`config.mk`:
```
export PLATFORM = sky130hd
export DESIGN_NAME = dscr_top
export DESIGN_NICKNAME = d
export VERILOG_FILES = /design/src/dscr_pkg.sv /design/src/dscr_minon_if.sv /design/src/dscr_minon.sv /design/src/dscr_top.sv
export SDC_FILE = /design/constraint.sdc
export NUM_CORES = 1
export LEC_CHECK = 0
export ABC_AREA = 1
export BUFFER_PORTS_ARGS = -buffer_cell sky130_fd_sc_hd__clkbuf_2
export CORE_UTILIZATION = 50
export CTS_BUF_LIST = sky130_fd_sc_hd__clkbuf_16
export DETAILED_ROUTE_END_ITERATION = 8
export PLACE_DENSITY = 0.86
export SLEW_MARGIN = 10
export SYNTH_ARGS = -nofsm -noshare
export SYNTH_HDL_FRONTEND = slang
export SYNTH_HIERARCHICAL = 1
export SYNTH_SLANG_ARGS = --single-unit
```
`constraint.sdc`:
```
create_clock -name clk -period 5 [get_ports clk]
set_input_delay 0.5 -clock clk [delete_from_list [all_inputs] [get_ports clk]]
set_output_delay 0.5 -clock clk [all_outputs]
set_load 0.005 [all_outputs]
```
`src/dscr_pkg.sv`:
```
// constants and helpers for the driver supply configuration register block
package dscr_pkg;

  // ************************************************************
  // bus geometry and map
  // ************************************************************
  localparam int          ADR_W       = 12;
  localparam logic [7:0]  CFG_IDX     = 8'hAE;
  localparam logic [11:0] CFG_ADDR    = {2'h0, CFG_IDX, 2'h0};
  localparam logic [31:0] CFG_RESET   = 32'h00000000;
  localparam logic [31:0] CFG_WMASK   = 32'h81FE0000;
  localparam logic [31:0] UNMAP_DATA  = 32'h00000000;

  // ************************************************************
  // field positions
  // ************************************************************
  localparam int PARITY_BIT  = 31;
  localparam int SEQ_OFF_BIT = 24;
  localparam int CAP_BIT     = 23;
  localparam int VSEL_LSB    = 21;
  localparam int OFF_BIT     = 20;
  localparam int MINON_LSB   = 17;

  // ************************************************************
  // field codes
  // ************************************************************
  localparam logic [2:0] MINON_NONE = 3'h0;
  localparam logic [2:0] MINON_AUTO = 3'h1;
  localparam logic [1:0] VSEL_3V3   = 2'h0;
  localparam logic [1:0] VSEL_5V0   = 2'h1;
  localparam logic [1:0] VSEL_4V0   = 2'h2;
  localparam logic [1:0] VSEL_5V7   = 2'h3;

  // ************************************************************
  // timing: times in ns, counts rounded up at the clock rate
  // ************************************************************
  localparam int CLK_MHZ     = 250;
  localparam int MINON_A_NS  = 500;
  localparam int MINON_B_NS  = 750;
  localparam int MINON_C_NS  = 1000;
  localparam int MINON_D_NS  = 1250;
  localparam int MINON_E_NS  = 1500;
  localparam int MINON_F_NS  = 2000;
  localparam int AUTO_S0_NS  = 2000;
  localparam int AUTO_S1_NS  = 1000;
  localparam int AUTO_S2_NS  = 750;
  localparam int AUTO_S3_NS  = 500;

  localparam logic [9:0] MINON_A_CYC = 10'((MINON_A_NS * CLK_MHZ + 999) / 1000);
  localparam logic [9:0] MINON_B_CYC = 10'((MINON_B_NS * CLK_MHZ + 999) / 1000);
  localparam logic [9:0] MINON_C_CYC = 10'((MINON_C_NS * CLK_MHZ + 999) / 1000);
  localparam logic [9:0] MINON_D_CYC = 10'((MINON_D_NS * CLK_MHZ + 999) / 1000);
  localparam logic [9:0] MINON_E_CYC = 10'((MINON_E_NS * CLK_MHZ + 999) / 1000);
  localparam logic [9:0] MINON_F_CYC = 10'((MINON_F_NS * CLK_MHZ + 999) / 1000);
  localparam logic [9:0] AUTO_S0_CYC = 10'((AUTO_S0_NS * CLK_MHZ + 999) / 1000);
  localparam logic [9:0] AUTO_S1_CYC = 10'((AUTO_S1_NS * CLK_MHZ + 999) / 1000);
  localparam logic [9:0] AUTO_S2_CYC = 10'((AUTO_S2_NS * CLK_MHZ + 999) / 1000);
  localparam logic [9:0] AUTO_S3_CYC = 10'((AUTO_S3_NS * CLK_MHZ + 999) / 1000);

  // minimum on-time in cycles for a field code and slew setting
  function automatic logic [9:0] dscr_minon_cyc(input logic [2:0] code,
                                                input logic [1:0] slew);
    logic [9:0] cyc;
    cyc = 10'h000;
    unique case (code)
      3'h0: cyc = 10'h000;
      3'h1: begin
        unique case (slew)
          2'h0: cyc = AUTO_S0_CYC;
          2'h1: cyc = AUTO_S1_CYC;
          2'h2: cyc = AUTO_S2_CYC;
          2'h3: cyc = AUTO_S3_CYC;
        endcase
      end
      3'h2: cyc = MINON_A_CYC;
      3'h3: cyc = MINON_B_CYC;
      3'h4: cyc = MINON_C_CYC;
      3'h5: cyc = MINON_D_CYC;
      3'h6: cyc = MINON_E_CYC;
      3'h7: cyc = MINON_F_CYC;
    endcase
    return cyc;
  endfunction : dscr_minon_cyc

  // remaining count loaded when the switch turns on
  function automatic logic [9:0] dscr_minon_load(input logic [2:0] code,
                                                 input logic [1:0] slew);
    logic [9:0] cyc;
    cyc = dscr_minon_cyc(code, slew);
    return (cyc == 10'h000) ? 10'h000 : cyc - 10'h001;
  endfunction : dscr_minon_load

endpackage : dscr_pkg

```
`src/dscr_minon_if.sv`:
```
// carrier of the on-time code from the register and the slew setting from the slew_code input to the low-side timer
`timescale 1ns/1ps
interface dscr_minon_if;
  logic [2:0] code;
  logic [1:0] slew;
  modport src  (output code, output slew);
  modport sink (input code, input slew);
endinterface : dscr_minon_if

```
`src/dscr_minon.sv`:
```
// low-side switch minimum on-time enforcer
`timescale 1ns/1ps
module dscr_minon (
  // clock and reset
  input  wire logic        clk,
  input  wire logic        rst_n,
  // settings
  dscr_minon_if.sink       cfg,
  // gate request and result
  input  wire logic        ls_req,
  output logic             ls_on
);
  import dscr_pkg::*;

  logic [9:0] cnt;
  logic [9:0] next_cnt;
  logic       next_on;

  // ************************************************************
  // on-time timer
  // ************************************************************
  always_comb begin
    next_on  = ls_on;
    next_cnt = cnt;
    if (!ls_on) begin
      if (ls_req) begin
        next_on  = 1'b1;
        next_cnt = dscr_minon_load(cfg.code, cfg.slew);
      end
    end else begin
      next_on  = ls_req || (cnt != 10'h000);
      next_cnt = (cnt != 10'h000) ? cnt - 10'h001 : 10'h000;
    end
  end

  always_ff @(posedge clk) begin
    if (!rst_n) begin
      ls_on <= 1'b0;
      cnt   <= 10'h000;
    end else begin
      ls_on <= next_on;
      cnt   <= next_cnt;
    end
  end

  // ************************************************************
  // checks
  // ************************************************************
  chk_minon_hold: assert property (@(posedge clk) disable iff (!rst_n)
    ls_on && (cnt != 10'h000) |=> ls_on)
    else $error("low-side switch released before its minimum on-time");

  chk_minon_fixed: assert property (@(posedge clk) disable iff (!rst_n)
    $rose(ls_on) && ($past(cfg.code) == 3'h4) |-> cnt == MINON_C_CYC - 10'h001)
    else $error("fixed minimum on-time loaded wrong count");

  chk_minon_auto: assert property (@(posedge clk) disable iff (!rst_n)
    $rose(ls_on) && ($past(cfg.code) == MINON_AUTO)
      |-> cnt == dscr_minon_load(MINON_AUTO, $past(cfg.slew)))
    else $error("automatic minimum on-time not taken from slew setting");

  chk_minon_none: assert property (@(posedge clk) disable iff (!rst_n)
    $rose(ls_on) && ($past(cfg.code) == MINON_NONE) |-> cnt == 10'h000)
    else $error("zero minimum on-time still loaded a count");

endmodule : dscr_minon

```
`src/dscr_top.sv`:
```
// supply and gate-driver configuration register with wishbone slave
`timescale 1ns/1ps
module dscr_top (
  // clock and reset
  input  wire logic                       clk,
  input  wire logic                       rst_n,
  // wishbone slave
  input  wire logic                       wb_cyc_i,
  input  wire logic                       wb_stb_i,
  input  wire logic                       wb_we_i,
  input  wire logic [dscr_pkg::ADR_W-1:0] wb_adr_i,
  input  wire logic [3:0]                 wb_sel_i,
  input  wire logic [31:0]                wb_dat_i,
  output logic                            wb_ack_o,
  output logic      [31:0]                wb_dat_o,
  // regulator controls
  output logic                            regulator_sequencing_off,
  output logic                            regulator_current_cap,
  output logic      [1:0]                 regulator_vsel,
  output logic                            regulator_off,
  // low-side switch
  input  wire logic [1:0]                 slew_code,
  input  wire logic                       ls_req,
  output logic                            ls_on
);
  import dscr_pkg::*;

  logic [31:0] cfg;
  logic [31:0] next_cfg;
  logic        next_ack;
  logic [31:0] next_dat;
  logic        req;
  logic        hit;
  logic [31:0] lane_mask;

  dscr_minon_if minon_bus ();

  // ************************************************************
  // bus decode
  // ************************************************************
  assign req = wb_cyc_i && wb_stb_i;
  assign hit = (wb_adr_i == CFG_ADDR);

  always_comb begin
    lane_mask = {{8{wb_sel_i[3]}}, {8{wb_sel_i[2]}}, {8{wb_sel_i[1]}}, {8{wb_sel_i[0]}}};
  end

  // ************************************************************
  // register and bus answer
  // ************************************************************
  always_comb begin
    next_cfg = cfg;
    next_ack = req && !wb_ack_o;
    next_dat = wb_dat_o;
    // write lands on the edge where ack is seen high
    if (req && wb_ack_o && wb_we_i && hit) begin
      next_cfg = (cfg & ~(CFG_WMASK & lane_mask))
               | (wb_dat_i & CFG_WMASK & lane_mask);
    end
    if (req && !wb_ack_o) begin
      next_dat = (hit && !wb_we_i) ? (cfg & CFG_WMASK) : UNMAP_DATA;
    end
  end

  always_ff @(posedge clk) begin
    if (!rst_n) begin
      cfg      <= CFG_RESET;
      wb_ack_o <= 1'b0;
      wb_dat_o <= 32'h00000000;
    end else begin
      cfg      <= next_cfg;
      wb_ack_o <= next_ack;
      wb_dat_o <= next_dat;
    end
  end

  // ************************************************************
  // field outputs
  // ************************************************************
  assign regulator_sequencing_off = cfg[SEQ_OFF_BIT];
  assign regulator_current_cap    = cfg[CAP_BIT];
  assign regulator_vsel           = cfg[VSEL_LSB +: 2];
  assign regulator_off            = cfg[OFF_BIT];

  assign minon_bus.code = cfg[MINON_LSB +: 3];
  assign minon_bus.slew = slew_code;

  dscr_minon u_minon (
    .clk    (clk),
    .rst_n  (rst_n),
    .cfg    (minon_bus.sink),
    .ls_req (ls_req),
    .ls_on  (ls_on)
  );

  // ************************************************************
  // checks
  // ************************************************************
  chk_reset_clear: assert property (@(posedge clk)
    !rst_n |=> (cfg == CFG_RESET) && !wb_ack_o)
    else $error("register not cleared by reset");

  chk_seq_write: assert property (@(posedge clk) disable iff (!rst_n)
    req && wb_ack_o && wb_we_i && hit && wb_sel_i[3]
      |=> regulator_sequencing_off == $past(wb_dat_i[SEQ_OFF_BIT]))
    else $error("sequencing disable bit did not take written value");

  chk_cap_write: assert property (@(posedge clk) disable iff (!rst_n)
    req && wb_ack_o && wb_we_i && hit && wb_sel_i[2]
      |=> regulator_current_cap == $past(wb_dat_i[CAP_BIT]))
    else $error("current limit select did not take written value");

  chk_vsel_write: assert property (@(posedge clk) disable iff (!rst_n)
    req && wb_ack_o && wb_we_i && hit && wb_sel_i[2]
      |=> regulator_vsel == $past(wb_dat_i[22:21]))
    else $error("voltage select did not take written value");

  chk_off_stable: assert property (@(posedge clk) disable iff (!rst_n)
    !(req && wb_ack_o && wb_we_i && hit) |=> $stable(regulator_off))
    else $error("regulator disable changed without a write");

  chk_minon_field: assert property (@(posedge clk) disable iff (!rst_n)
    req && wb_ack_o && wb_we_i && hit && wb_sel_i[2]
      |=> minon_bus.code == $past(wb_dat_i[19:17]))
    else $error("minimum on-time field did not take written value");

  chk_auto_slew: assert property (@(posedge clk) disable iff (!rst_n)
    ls_req && !ls_on && (minon_bus.code == MINON_AUTO)
      |=> ls_on [*8])
    else $error("automatic on-time released too early");

  chk_reserved_zero: assert property (@(posedge clk) disable iff (!rst_n)
    wb_ack_o |-> ((wb_dat_o & ~CFG_WMASK) == 32'h00000000)
              && ((cfg & ~CFG_WMASK) == 32'h00000000))
    else $error("reserved bits not zero");

  chk_parity_keep: assert property (@(posedge clk) disable iff (!rst_n)
    req && wb_ack_o && wb_we_i && hit && wb_sel_i[3]
      |=> cfg[PARITY_BIT] == $past(wb_dat_i[PARITY_BIT]))
    else $error("parity bit not writable");

  chk_ack_pulse: assert property (@(posedge clk) disable iff (!rst_n)
    req && !wb_ack_o |=> wb_ack_o ##1 !wb_ack_o)
    else $error("ack not a single cycle one edge after request");

  chk_ack_reset: assert property (@(posedge clk)
    !rst_n
      |=> !wb_ack_o && (wb_dat_o == 32'h00000000))
    else $error("bus answer not cleared by reset");

  chk_fields_reset: assert property (@(posedge clk)
    !rst_n
      |=> !regulator_sequencing_off && !regulator_current_cap && (regulator_vsel == 2'h0))
    else $error("regulator controls not cleared by reset");

  chk_unmap_write: assert property (@(posedge clk) disable iff (!rst_n)
    req && wb_ack_o && wb_we_i && !hit
      |=> $stable(cfg))
    else $error("write to an unmapped address changed the register");

  chk_unmap_read: assert property (@(posedge clk) disable iff (!rst_n)
    req && !wb_ack_o && !wb_we_i && !hit
      |=> wb_dat_o == UNMAP_DATA)
    else $error("read of an unmapped address returned data");

  chk_read_data: assert property (@(posedge clk) disable iff (!rst_n)
    req && !wb_ack_o && !wb_we_i && hit
      |=> wb_dat_o == ($past(cfg) & CFG_WMASK))
    else $error("register read returned wrong data");

  chk_seq_stable: assert property (@(posedge clk) disable iff (!rst_n)
    !(req && wb_ack_o && wb_we_i && hit && wb_sel_i[3])
      |=> $stable(regulator_sequencing_off))
    else $error("sequencing disable changed without a write");

  chk_cap_stable: assert property (@(posedge clk) disable iff (!rst_n)
    !(req && wb_ack_o && wb_we_i && hit && wb_sel_i[2])
      |=> $stable(regulator_current_cap))
    else $error("current limit select changed without a write");

  chk_vsel_stable: assert property (@(posedge clk) disable iff (!rst_n)
    !(req && wb_ack_o && wb_we_i && hit && wb_sel_i[2])
      |=> $stable(regulator_vsel))
    else $error("voltage select changed without a write");

  chk_off_write: assert property (@(posedge clk) disable iff (!rst_n)
    req && wb_ack_o && wb_we_i && hit && wb_sel_i[2]
      |=> regulator_off == $past(wb_dat_i[OFF_BIT]))
    else $error("regulator disable did not take written value");

  chk_minon_stable: assert property (@(posedge clk) disable iff (!rst_n)
    !(req && wb_ack_o && wb_we_i && hit && wb_sel_i[2])
      |=> $stable(minon_bus.code))
    else $error("minimum on-time field changed without a write");

  chk_parity_stable: assert property (@(posedge clk) disable iff (!rst_n)
    !(req && wb_ack_o && wb_we_i && hit && wb_sel_i[3])
      |=> $stable(cfg[PARITY_BIT]))
    else $error("parity bit changed without a write");

  chk_low_lanes: assert property (@(posedge clk) disable iff (!rst_n)
    req && wb_ack_o && wb_we_i && hit && (wb_sel_i[3:2] == 2'h0)
      |=> $stable(cfg))
    else $error("write to reserved lanes changed the register");

  chk_dat_hold: assert property (@(posedge clk) disable iff (!rst_n)
    !(req && !wb_ack_o)
      |=> $stable(wb_dat_o))
    else $error("read data changed without a request");

  chk_ack_needs_req: assert property (@(posedge clk) disable iff (!rst_n)
    !req
      |=> !wb_ack_o)
    else $error("ack given without a request");

endmodule : dscr_top

```
==> results of run 1 <==
[report_power, final]
part / switching (W) / internal [W]
clock network: 0.0000966 / 0.000230
logic: 0.000316 / 0.000191
registers: 0.0000438 / 0.000283
[cells by family after synthesis]
logic type / Yosys count / share of synthesized area (%)
fa+ha+maj: 4 / 2.55
simple gates: 155 / 35.4
other cells: 1 / 0.191
flops: 30 / 30.6
compound gates: 39 / 10.3
buf+inv: 69 / 19.2
xor+xnor: 4 / 1.78
[Yosys cell counts (2+ instances only)]
cell type,number
a21oi_1,21
buf_4,27
dfxtp_1,30
ha_1,4
inv_1,37
inv_2,3
nand2_1,77
nand2_2,4
nand3_1,14
nand3_2,2
nor2_1,44
nor2_2,4
nor2_4,4
o21ai_0,14
xor2_1,4
[per-layer routing]
metal,wire (um),vias up,global-route usage (%)
li1,-,978,-
met4,55,0,10.3
met3,301,11,8.45
met1,1700,824,23.3
met5,0,-,0
met2,2080,79,38.8
[metrics by stage]
step | utilization [%] | hold slack (ns) | instances
final | 61.0 | 0.452 | 396
after floorplan | - | 0.437 | 324
after global routing | 61.0 | 0.462 | 396
after global placement | 56.8 | 0.452 | 389
after CTS | 61.0 | 0.445 | 396
after detailed placement | 56.8 | 0.459 | 389
[critical path: cells and delay by family (launching register included)]
family / cells / cell delay [ns]
simple gates: 8 / 0.82
fa+ha+maj: 2 / 0.46
flops: 1 / 0.37
buf+inv: 3 / 0.27
compound gates: 1 / 0.06
[path summary, 6_finish.rpt]
kind	endpoint	slack [ns]
worst max-delay path	u_minon/cnt[8]	2.89
worst min-delay path	register	0.45
worst max register to register	u_minon/cnt[8]	2.89
worst min register to register	wb_dat_o[21]	0.47
[cell type report]
type | instances | area [sq um] | share of cell area [%]
clock buffer | 5 | 125 | 5.52
clock inverter | 2 | 33.8 | 1.49
inverter | 40 | 150 | 6.62
multi-input combinational | 225 | 1070 | 47.1
sequential | 30 | 601 | 26.5
tap | 48 | 60.1 | 2.65
timing repair buffer | 46 | 230 | 10.1
==> summary.md, run 1 <==
| Metric | Value |
|---|---|
| Worst Hold Class | in2reg |
| Slowest CP cell | dfxtp_1 |
| Worst reg-to-reg path cell count | 14 |
| ANT cells | 0 |
| Minimum clock period | about 2.1 ns |
| Drt first pass iters | 5 |
| Max Slew Vio Count | 0 |
| Vias per cell | roughly 4.8 |
| Global route overflow | 0 |
| Post-Syn Area per Cell | 6.50 sq um |
| Pwr Total | roughly 0.0012 W |
| Post-synth EDFFs | 0 |
| Setup slack after layout | ~2.9 ns |
| Vias in the first global route | between 1,500 and 2,000 |
| H-Tree Level Count | 2 |
| GPL Wtd Cong | between 0.8 and 0.9 |
| Final setup fails | 0 |
| Commonest cells after routing, fill and taps aside | nand2_1, clkbuf_2, nor2_1 |
| Arrival time worst endpoint | approximately 2.3 ns |
| Routed via count | 1,892 |
| DRC violations left | 0 |
| Synth warnings | 6 |
| PwrDens | between 500 and 600 nW/um^2 |
| CP max stage delay | about 0.37 ns |
| Largest cells by area after synthesis | dfxtp_1, nand2_1, buf_4 |
| Max-slew headroom | between 30% and 40% |
| Initial antenna violation count | 0 |
| Dominant synthesized flop cell | dfxtp_1 |
| Die area | 4180 sq um |
| Routed len/inst | ~10 um |
| Core ar. | 3720 sq um |
| Clock latency on the worst-skew pair | 0.27 ns |
| Clock-pin slew on the worst setup and hold paths | around 0.05 ns |
| Post-synthesis async set-or-reset flop share | 0% |
| Max-cap check violation count | 0 |
| Io pins | 95 |
| DRT Wirelength | roughly 4100 um |
| Initial core utilization | 52.9% |
| Area Growth Syn to Fin | 15.5% |
| Clock Tree Buf Depth | 2 |
| DP Area | ~2100 sq um |
| Worst VDD drop | 0.224 mV |
| Final period utilization | 42.1% |
| Lkg Pwr | around 1.2 nW |
| Actual slew at the worst max-slew pin | just over 0.9 ns |
| Clock sink count | 30 |
| Clk root buf | clkbuf_16 |
| Cts hold-fix bufs | 0 |
| Gate Count Post-Synth | between 300 and 400 |
| Fin Setup TNS | 0 ns |
| Cell area after synthesis | between 1500 and 2000 sq um |
| CTS buffer count | 5 |
| Max FO, Critical Path | 7 |
| Ratio of cells with drive above 1 in the final layout | between 20% and 30% |
| Post-CTS Setup Bufs | 0 |
| First-pass GRT wire length | roughly 7200 um |
| Dpl ws | 2.87 ns |
| Yosys cell types | 28 |
| Hold Path Stages | 3 |
| Synth area leader | dfxtp_1 |
| Critical setup path kind | reg2reg |
| CP cell instances | inv_1, nand3_1, nor3_1, a21oi_1, ha_1, nand3_2, inv_1, ha_1, inv_1, nand3_1, nand3_1, nand2_1, nor2_1, nor2_1 |
| Count of input and output buffers | 46 |
| Fillers | around 330 |
| Worst hold path startpoint | wb_dat_i[23] |
| Chip height | 64.7 um |
| Initial DRC Count | between 100 and 150 |
| Yosys top cell area share | between 30% and 40% |
| Final hold violation count | 0 |
| Total Routing Usage GR | between 20% and 30% |
| Synth Register Bits | 30 |
| Largest net degree at the start of global routing | 24 |
| Worst Setup Start Kind | register |
| Post-cts gate resize count | 0 |
| Fin nets | slightly above 400 |
| RSZ-0062 raised after global routing | false |
| Fmax | about 470 MHz |
| CTS tree | built |
| Core Rows | 22 |
| Required @ worst endpoint | roughly 5.2 ns |
| Status | complete, no violations |
| Die X | approximately 65 um |
| Seq/Total Area, Yosys | between 30% and 40% |
| Post-detail-place hpwl | 3030 um |
| Final Cell Area | 2270 sq um |
| Most common cell after layout, fill and taps aside | nand2_1 |
| Detail Route Antenna Nets | 0 |
| CP endpoint kind | register |
| Worst Clk Skew | between 0.005 and 0.006 ns |
(Power assumes the default switching activity.)
==> run 2: changes to the inputs <==
- CORE_UTILIZATION: 50 -> 46
- PLACE_DENSITY: 0.86 -> 0.8
- clock period: 5 -> 1.95 ns (I/O delays scaled with it)
==> summary.md, run 2 (synthesized netlist as in run 1, its figures left out) <==
| Metric | Value |
|---|---|
| Status | complete, no violations |
| GR Util met1 | 22.5% |
| DRT Wirelength | around 4100 um |
| Worst Clk Skew | approximately 0.0029 ns |
| Fmax | 562 MHz |
| Initial antenna violation count | 0 |
| Worst VDD drop | about 0.58 mV |
| Cts hold-fix bufs | 0 |
| GR met2 Demand/Resource | around 36% |
| Dpl ws | approximately 0.045 ns |
| Routed via count | ~1,900 |
| Drt first pass iters | 4 |
| Initial core utilization | 48.4% |
| Io pins | 95 |
| Detail Route Antenna Nets | 0 |
| Final period utilization | around nine tenths |
| Area Growth Syn to Fin | 18.2% |
| Core Rows | 23 |
| Die X | between 60 and 70 um |
| Pwr Total | between 0.002 and 0.003 W |
| Vias in the first global route | 1,734 |
| Fin Setup TNS | 0 ns |
| GPL Wtd Cong | around 0.81 |
| CTS tree | built |
| ANT cells | 0 |
| Clock sink count | 30 |
| Routed len/inst | between 10 and 15 um |
| WHS | around 0.14 ns |
| Initial DRC Count | 93 |
| CP endpoint kind | register |
| Ratio of cells with drive above 1 in the final layout | between 20% and 30% |
| Reg area | 602 sq um |
| PwrDens | around 1200 nW/um^2 |
| Critical setup path kind | reg2reg |
| Global route overflow | 0 |
| Fillers | roughly 410 |
| Final Cell Area | approximately 2300 sq um |
| DP Area | roughly 2200 sq um |
| Vias per cell | 4.66 |
| Required @ worst endpoint | between 2 and 2.5 ns |
| Max FO, Critical Path | 6 |
| Total Routing Usage GR | between 20% and 30% |
| Max Slew Vio Count | 0 |
| Final setup fails | 0 |
| Most common cell after layout, fill and taps aside | nand2_1 |
| Met3 Use GR | 7.43% |
| H-Tree Level Count | 2 |
| Area of the multi-input gates | roughly 1100 sq um |
| Worst Hold Class | in2reg |
| Minimum clock period | 1.78 ns |
| Worst Setup Start Kind | register |
| Setup slack after layout | roughly 0.17 ns |
| Chip height | 67.4 um |
| Arrival time worst endpoint | between 1.5 and 2 ns |
| Lkg Pwr | ~1.2 nW |
| Clk root buf | clkbuf_16 |
| Die area | ~4500 sq um |
| Post-detail-place hpwl | between 3000 and 4000 um |
| Largest net degree at the start of global routing | 24 |
| GR peak layer | met2 |
| Final hold violation count | 0 |
| Clock latency on the worst-skew pair | around 0.28 ns |
| Core ar. | 4060 sq um |
| Commonest cells after routing, fill and taps aside | nand2_1, clkbuf_2, nor2_1 |
| Clock-pin slew on the worst setup and hold paths | around 0.05 ns |
| First-pass GRT wire length | around 7000 um |
| Clock Tree Buf Depth | 2 |
| Count of input and output buffers | 46 |
| CTS buffer count | 5 |
| Max-cap check violation count | 0 |
| DRC violations left | 0 |
| Fin nets | 414 |
==> run 2: cell types whose count changed in the layout (fill, tap and decap cells not counted), sizes merged <==
cell | before | now
buf | 0 | 6
bufinv | 1 | 0
clkinv | 1 | 2
inv | 40 | 41
==> run 2: timing repair <==
action                     4_1_cts  5_1_grt
gates resized for setup          0        8
setup endpoints to repair        0        1
buffers inserted                 0        0
==> run 2: final timing paths <==
kind,start,slack (ns),cells after the start,to
worst max-delay path,register,0.17,14,u_minon/cnt[8]
worst min-delay path,wb_dat_i[22],0.14,3,register
worst max register to register,register,0.17,14,u_minon/cnt[8]
worst min register to register,register,0.47,2,wb_dat_o[31]
==> run 2: stage by stage <==
step	utilization [%]	cells
after global routing	57.2	405
after global placement	53.2	397
final	57.2	405
after floorplan	-	324
after CTS	56.6	405
after detailed placement	53.2	397
==> run 2: per-layer routing <==
layer	vias to the layer above	routed length, um	share of wire [%]
met5	-	0	0
met4	0	93	2.3
met3	9	231	5.6
met2	56	2030	49
met1	831	1770	43
li1	991	-	-
==> run 2: power breakdown <==
part | total, W | internal (W) | switching [W]
clock network | 0.000724 | 0.000460 | 0.000264
registers | 0.000837 | 0.000726 | 0.000111
logic | 0.00129 | 0.000495 | 0.000798
total | 0.00285 | 0.00168 | 0.00117
==> run 2: cell type report <==
| type | instances | share of cell area, % |
|---|---|---|
| timing repair buffer | 52 | 11.9 |
| inverter | 40 | 6.47 |
| clock inverter | 3 | 0.539 |
| tap | 50 | 2.70 |
| sequential | 30 | 25.9 |
| clock buffer | 5 | 5.39 |
| multi-input combinational | 225 | 47.1 |
==> run 2: critical path, cell delays in order, from the launching register on <==
cell and delay (ns):
dfxtp_1 0.31, inv_2 0.11, nand3_4 0.09, nor3_2 0.11
a21oi_1 0.07, ha_2 0.20, nand3_2 0.10, inv_1 0.05
ha_1 0.20, inv_1 0.05, nand3_1 0.06, nand3_1 0.08
nand2_1 0.06, nor2_2 0.11, nor2_1 0.04
==> run 3: changes to the inputs <==
- REMOVE_ABC_BUFFERS: unset -> 1
==> summary.md, run 3 (synthesized netlist as in run 1, its figures left out) <==
| Metric | Value |
|---|---|
| Clock-pin slew on the worst setup and hold paths | 0.05 ns |
| Post-detail-place hpwl | about 3100 um |
| CP endpoint kind | register |
| Final period utilization | between 90% and 100% |
| Detail Route Antenna Nets | 0 |
| Fillers | around 380 |
| Io pins | 95 |
| Critical setup path kind | reg2reg |
| Core ar. | roughly 4000 sq um |
| Clock Tree Buf Depth | 2 |
| Commonest cells after routing, fill and taps aside | nand2_1, clkbuf_2, nor2_1 |
| Arrival time worst endpoint | 1.99 ns |
| Count of input and output buffers | 46 |
| Die area | between 4000 and 5000 sq um |
| Initial antenna violation count | 0 |
| Minimum clock period | ~1.8 ns |
| DRC violations left | 0 |
| Max-cap check violation count | 0 |
| Chip height | 67.4 um |
| H-Tree Level Count | 2 |
| Max FO, Critical Path | 4 |
| Dpl ws | 0.0267 ns |
| Cts hold-fix bufs | 0 |
| Post-CTS Setup Bufs | 0 |
| CTS buffer count | 5 |
| First-pass GRT wire length | about 7200 um |
| Worst VDD drop | 0.639 mV |
| Lkg Pwr | approximately 1.3 nW |
| Clock sink count | 30 |
| ANT cells | 0 |
| Initial core utilization | 48.4% |
| Setup slack after layout | between 0.1 and 0.15 ns |
| Status | complete, no violations |
| Initial DRC Count | ~110 |
| Largest net degree at the start of global routing | 24 |
| Fin nets | approximately 420 |
| Global route overflow | 0 |
| Fmax | between 500 and 600 MHz |
| Die X | between 60 and 70 um |
| Final hold violation count | 0 |
| CTS tree | built |
| Most common cell after layout, fill and taps aside | nand2_1 |
| Final setup fails | 0 |
| DP Area | 2170 sq um |
| Vias per cell | roughly 4.7 |
| Clk root buf | clkbuf_16 |
| Worst Clk Skew | around 0.0023 ns |
| Routed len/inst | 10.4 um |
| Core Rows | 23 |
| PwrDens | approximately 1300 nW/um^2 |
| RSZ-0062 raised after global routing | false |
| DRT Wirelength | about 4200 um |
| Final Cell Area | 2340 sq um |
| Clock latency on the worst-skew pair | about 0.27 ns |
| Max Slew Vio Count | 0 |
| Routed via count | 1,889 |
| Fin Setup TNS | 0 ns |
| Required @ worst endpoint | 2.10 ns |
| GPL Wtd Cong | slightly above 0.8 |
| Drt first pass iters | 4 |
| Worst Setup Start Kind | register |
| Ratio of cells with drive above 1 in the final layout | 23.6% |
| Worst Hold Class | in2reg |
| Total Routing Usage GR | between 20% and 30% |
| Area Growth Syn to Fin | 19.4% |
| Vias in the first global route | 1,751 |
run 3: final cells by class:
type                       instances  area (sq um)  share of cell area, %
tap                               50          62.6                   2.67
timing repair buffer              54           290                   12.4
clock inverter                     2          33.8                   1.44
multi-input combinational        225          1080                   46.1
sequential                        30           602                   25.7
inverter                          40           150                   6.40
clock buffer                       5           125                   5.34
run 3: power by group:
part | internal (W) | switching [W]
sequential | 0.000726 | 0.000115
combinational | 0.000491 | 0.000759
clock | 0.000590 | 0.000262
total | 0.00181 | 0.00114
run 3: final timing paths:
path	from	end	slack [ns]	cells after the start
setup / recovery	register	u_minon/cnt[8]	0.11	13
hold / removal	wb_dat_i[20]	register	0.14	3
setup reg to reg	register	u_minon/cnt[8]	0.11	13
hold reg to reg	register	wb_dat_o[31]	0.47	2
run 3: critical path, stage by stage (launching register included):
cell and delay [ns]:
dfxtp_1 0.30, inv_1 0.11, buf_4 0.15, nand2_2 0.07, nand2_2 0.10, ha_2 0.21, nand3_2 0.11, inv_1 0.08
ha_1 0.17, nand3_1 0.10, nand3_1 0.10, nand2_1 0.05, nor2_1 0.10, nor2_1 0.05
run 3: timing repair:
item / 4_1_cts / 5_1_grt
resized for setup: 1 / 4
hold endpoints to repair: 0 / 0
setup endpoints to repair: 1 / 1
run 3: through the flow:
step                power, W  cells  hold WS [ns]  util, %
finish               0.00294    406         0.141     57.8
global route         0.00320    406         0.154     57.8
CTS                  0.00295    406         0.144     57.5
detailed placement   0.00208    399         0.426     53.5
global placement     0.00206    399         0.417     53.5
floorplan            0.00185    295         0.293        -
run 3: metal layers:
| metal | wire [um] | up-vias | global-route usage [%] |
|---|---|---|---|
| met1 | 1850 | 817 | 23.9 |
| met4 | 78 | 0 | 9.84 |
| met5 | 0 | - | 0 |
| met3 | 268 | 8 | 5.41 |
| met2 | 2030 | 70 | 37.6 |
| li1 | - | 994 | - |
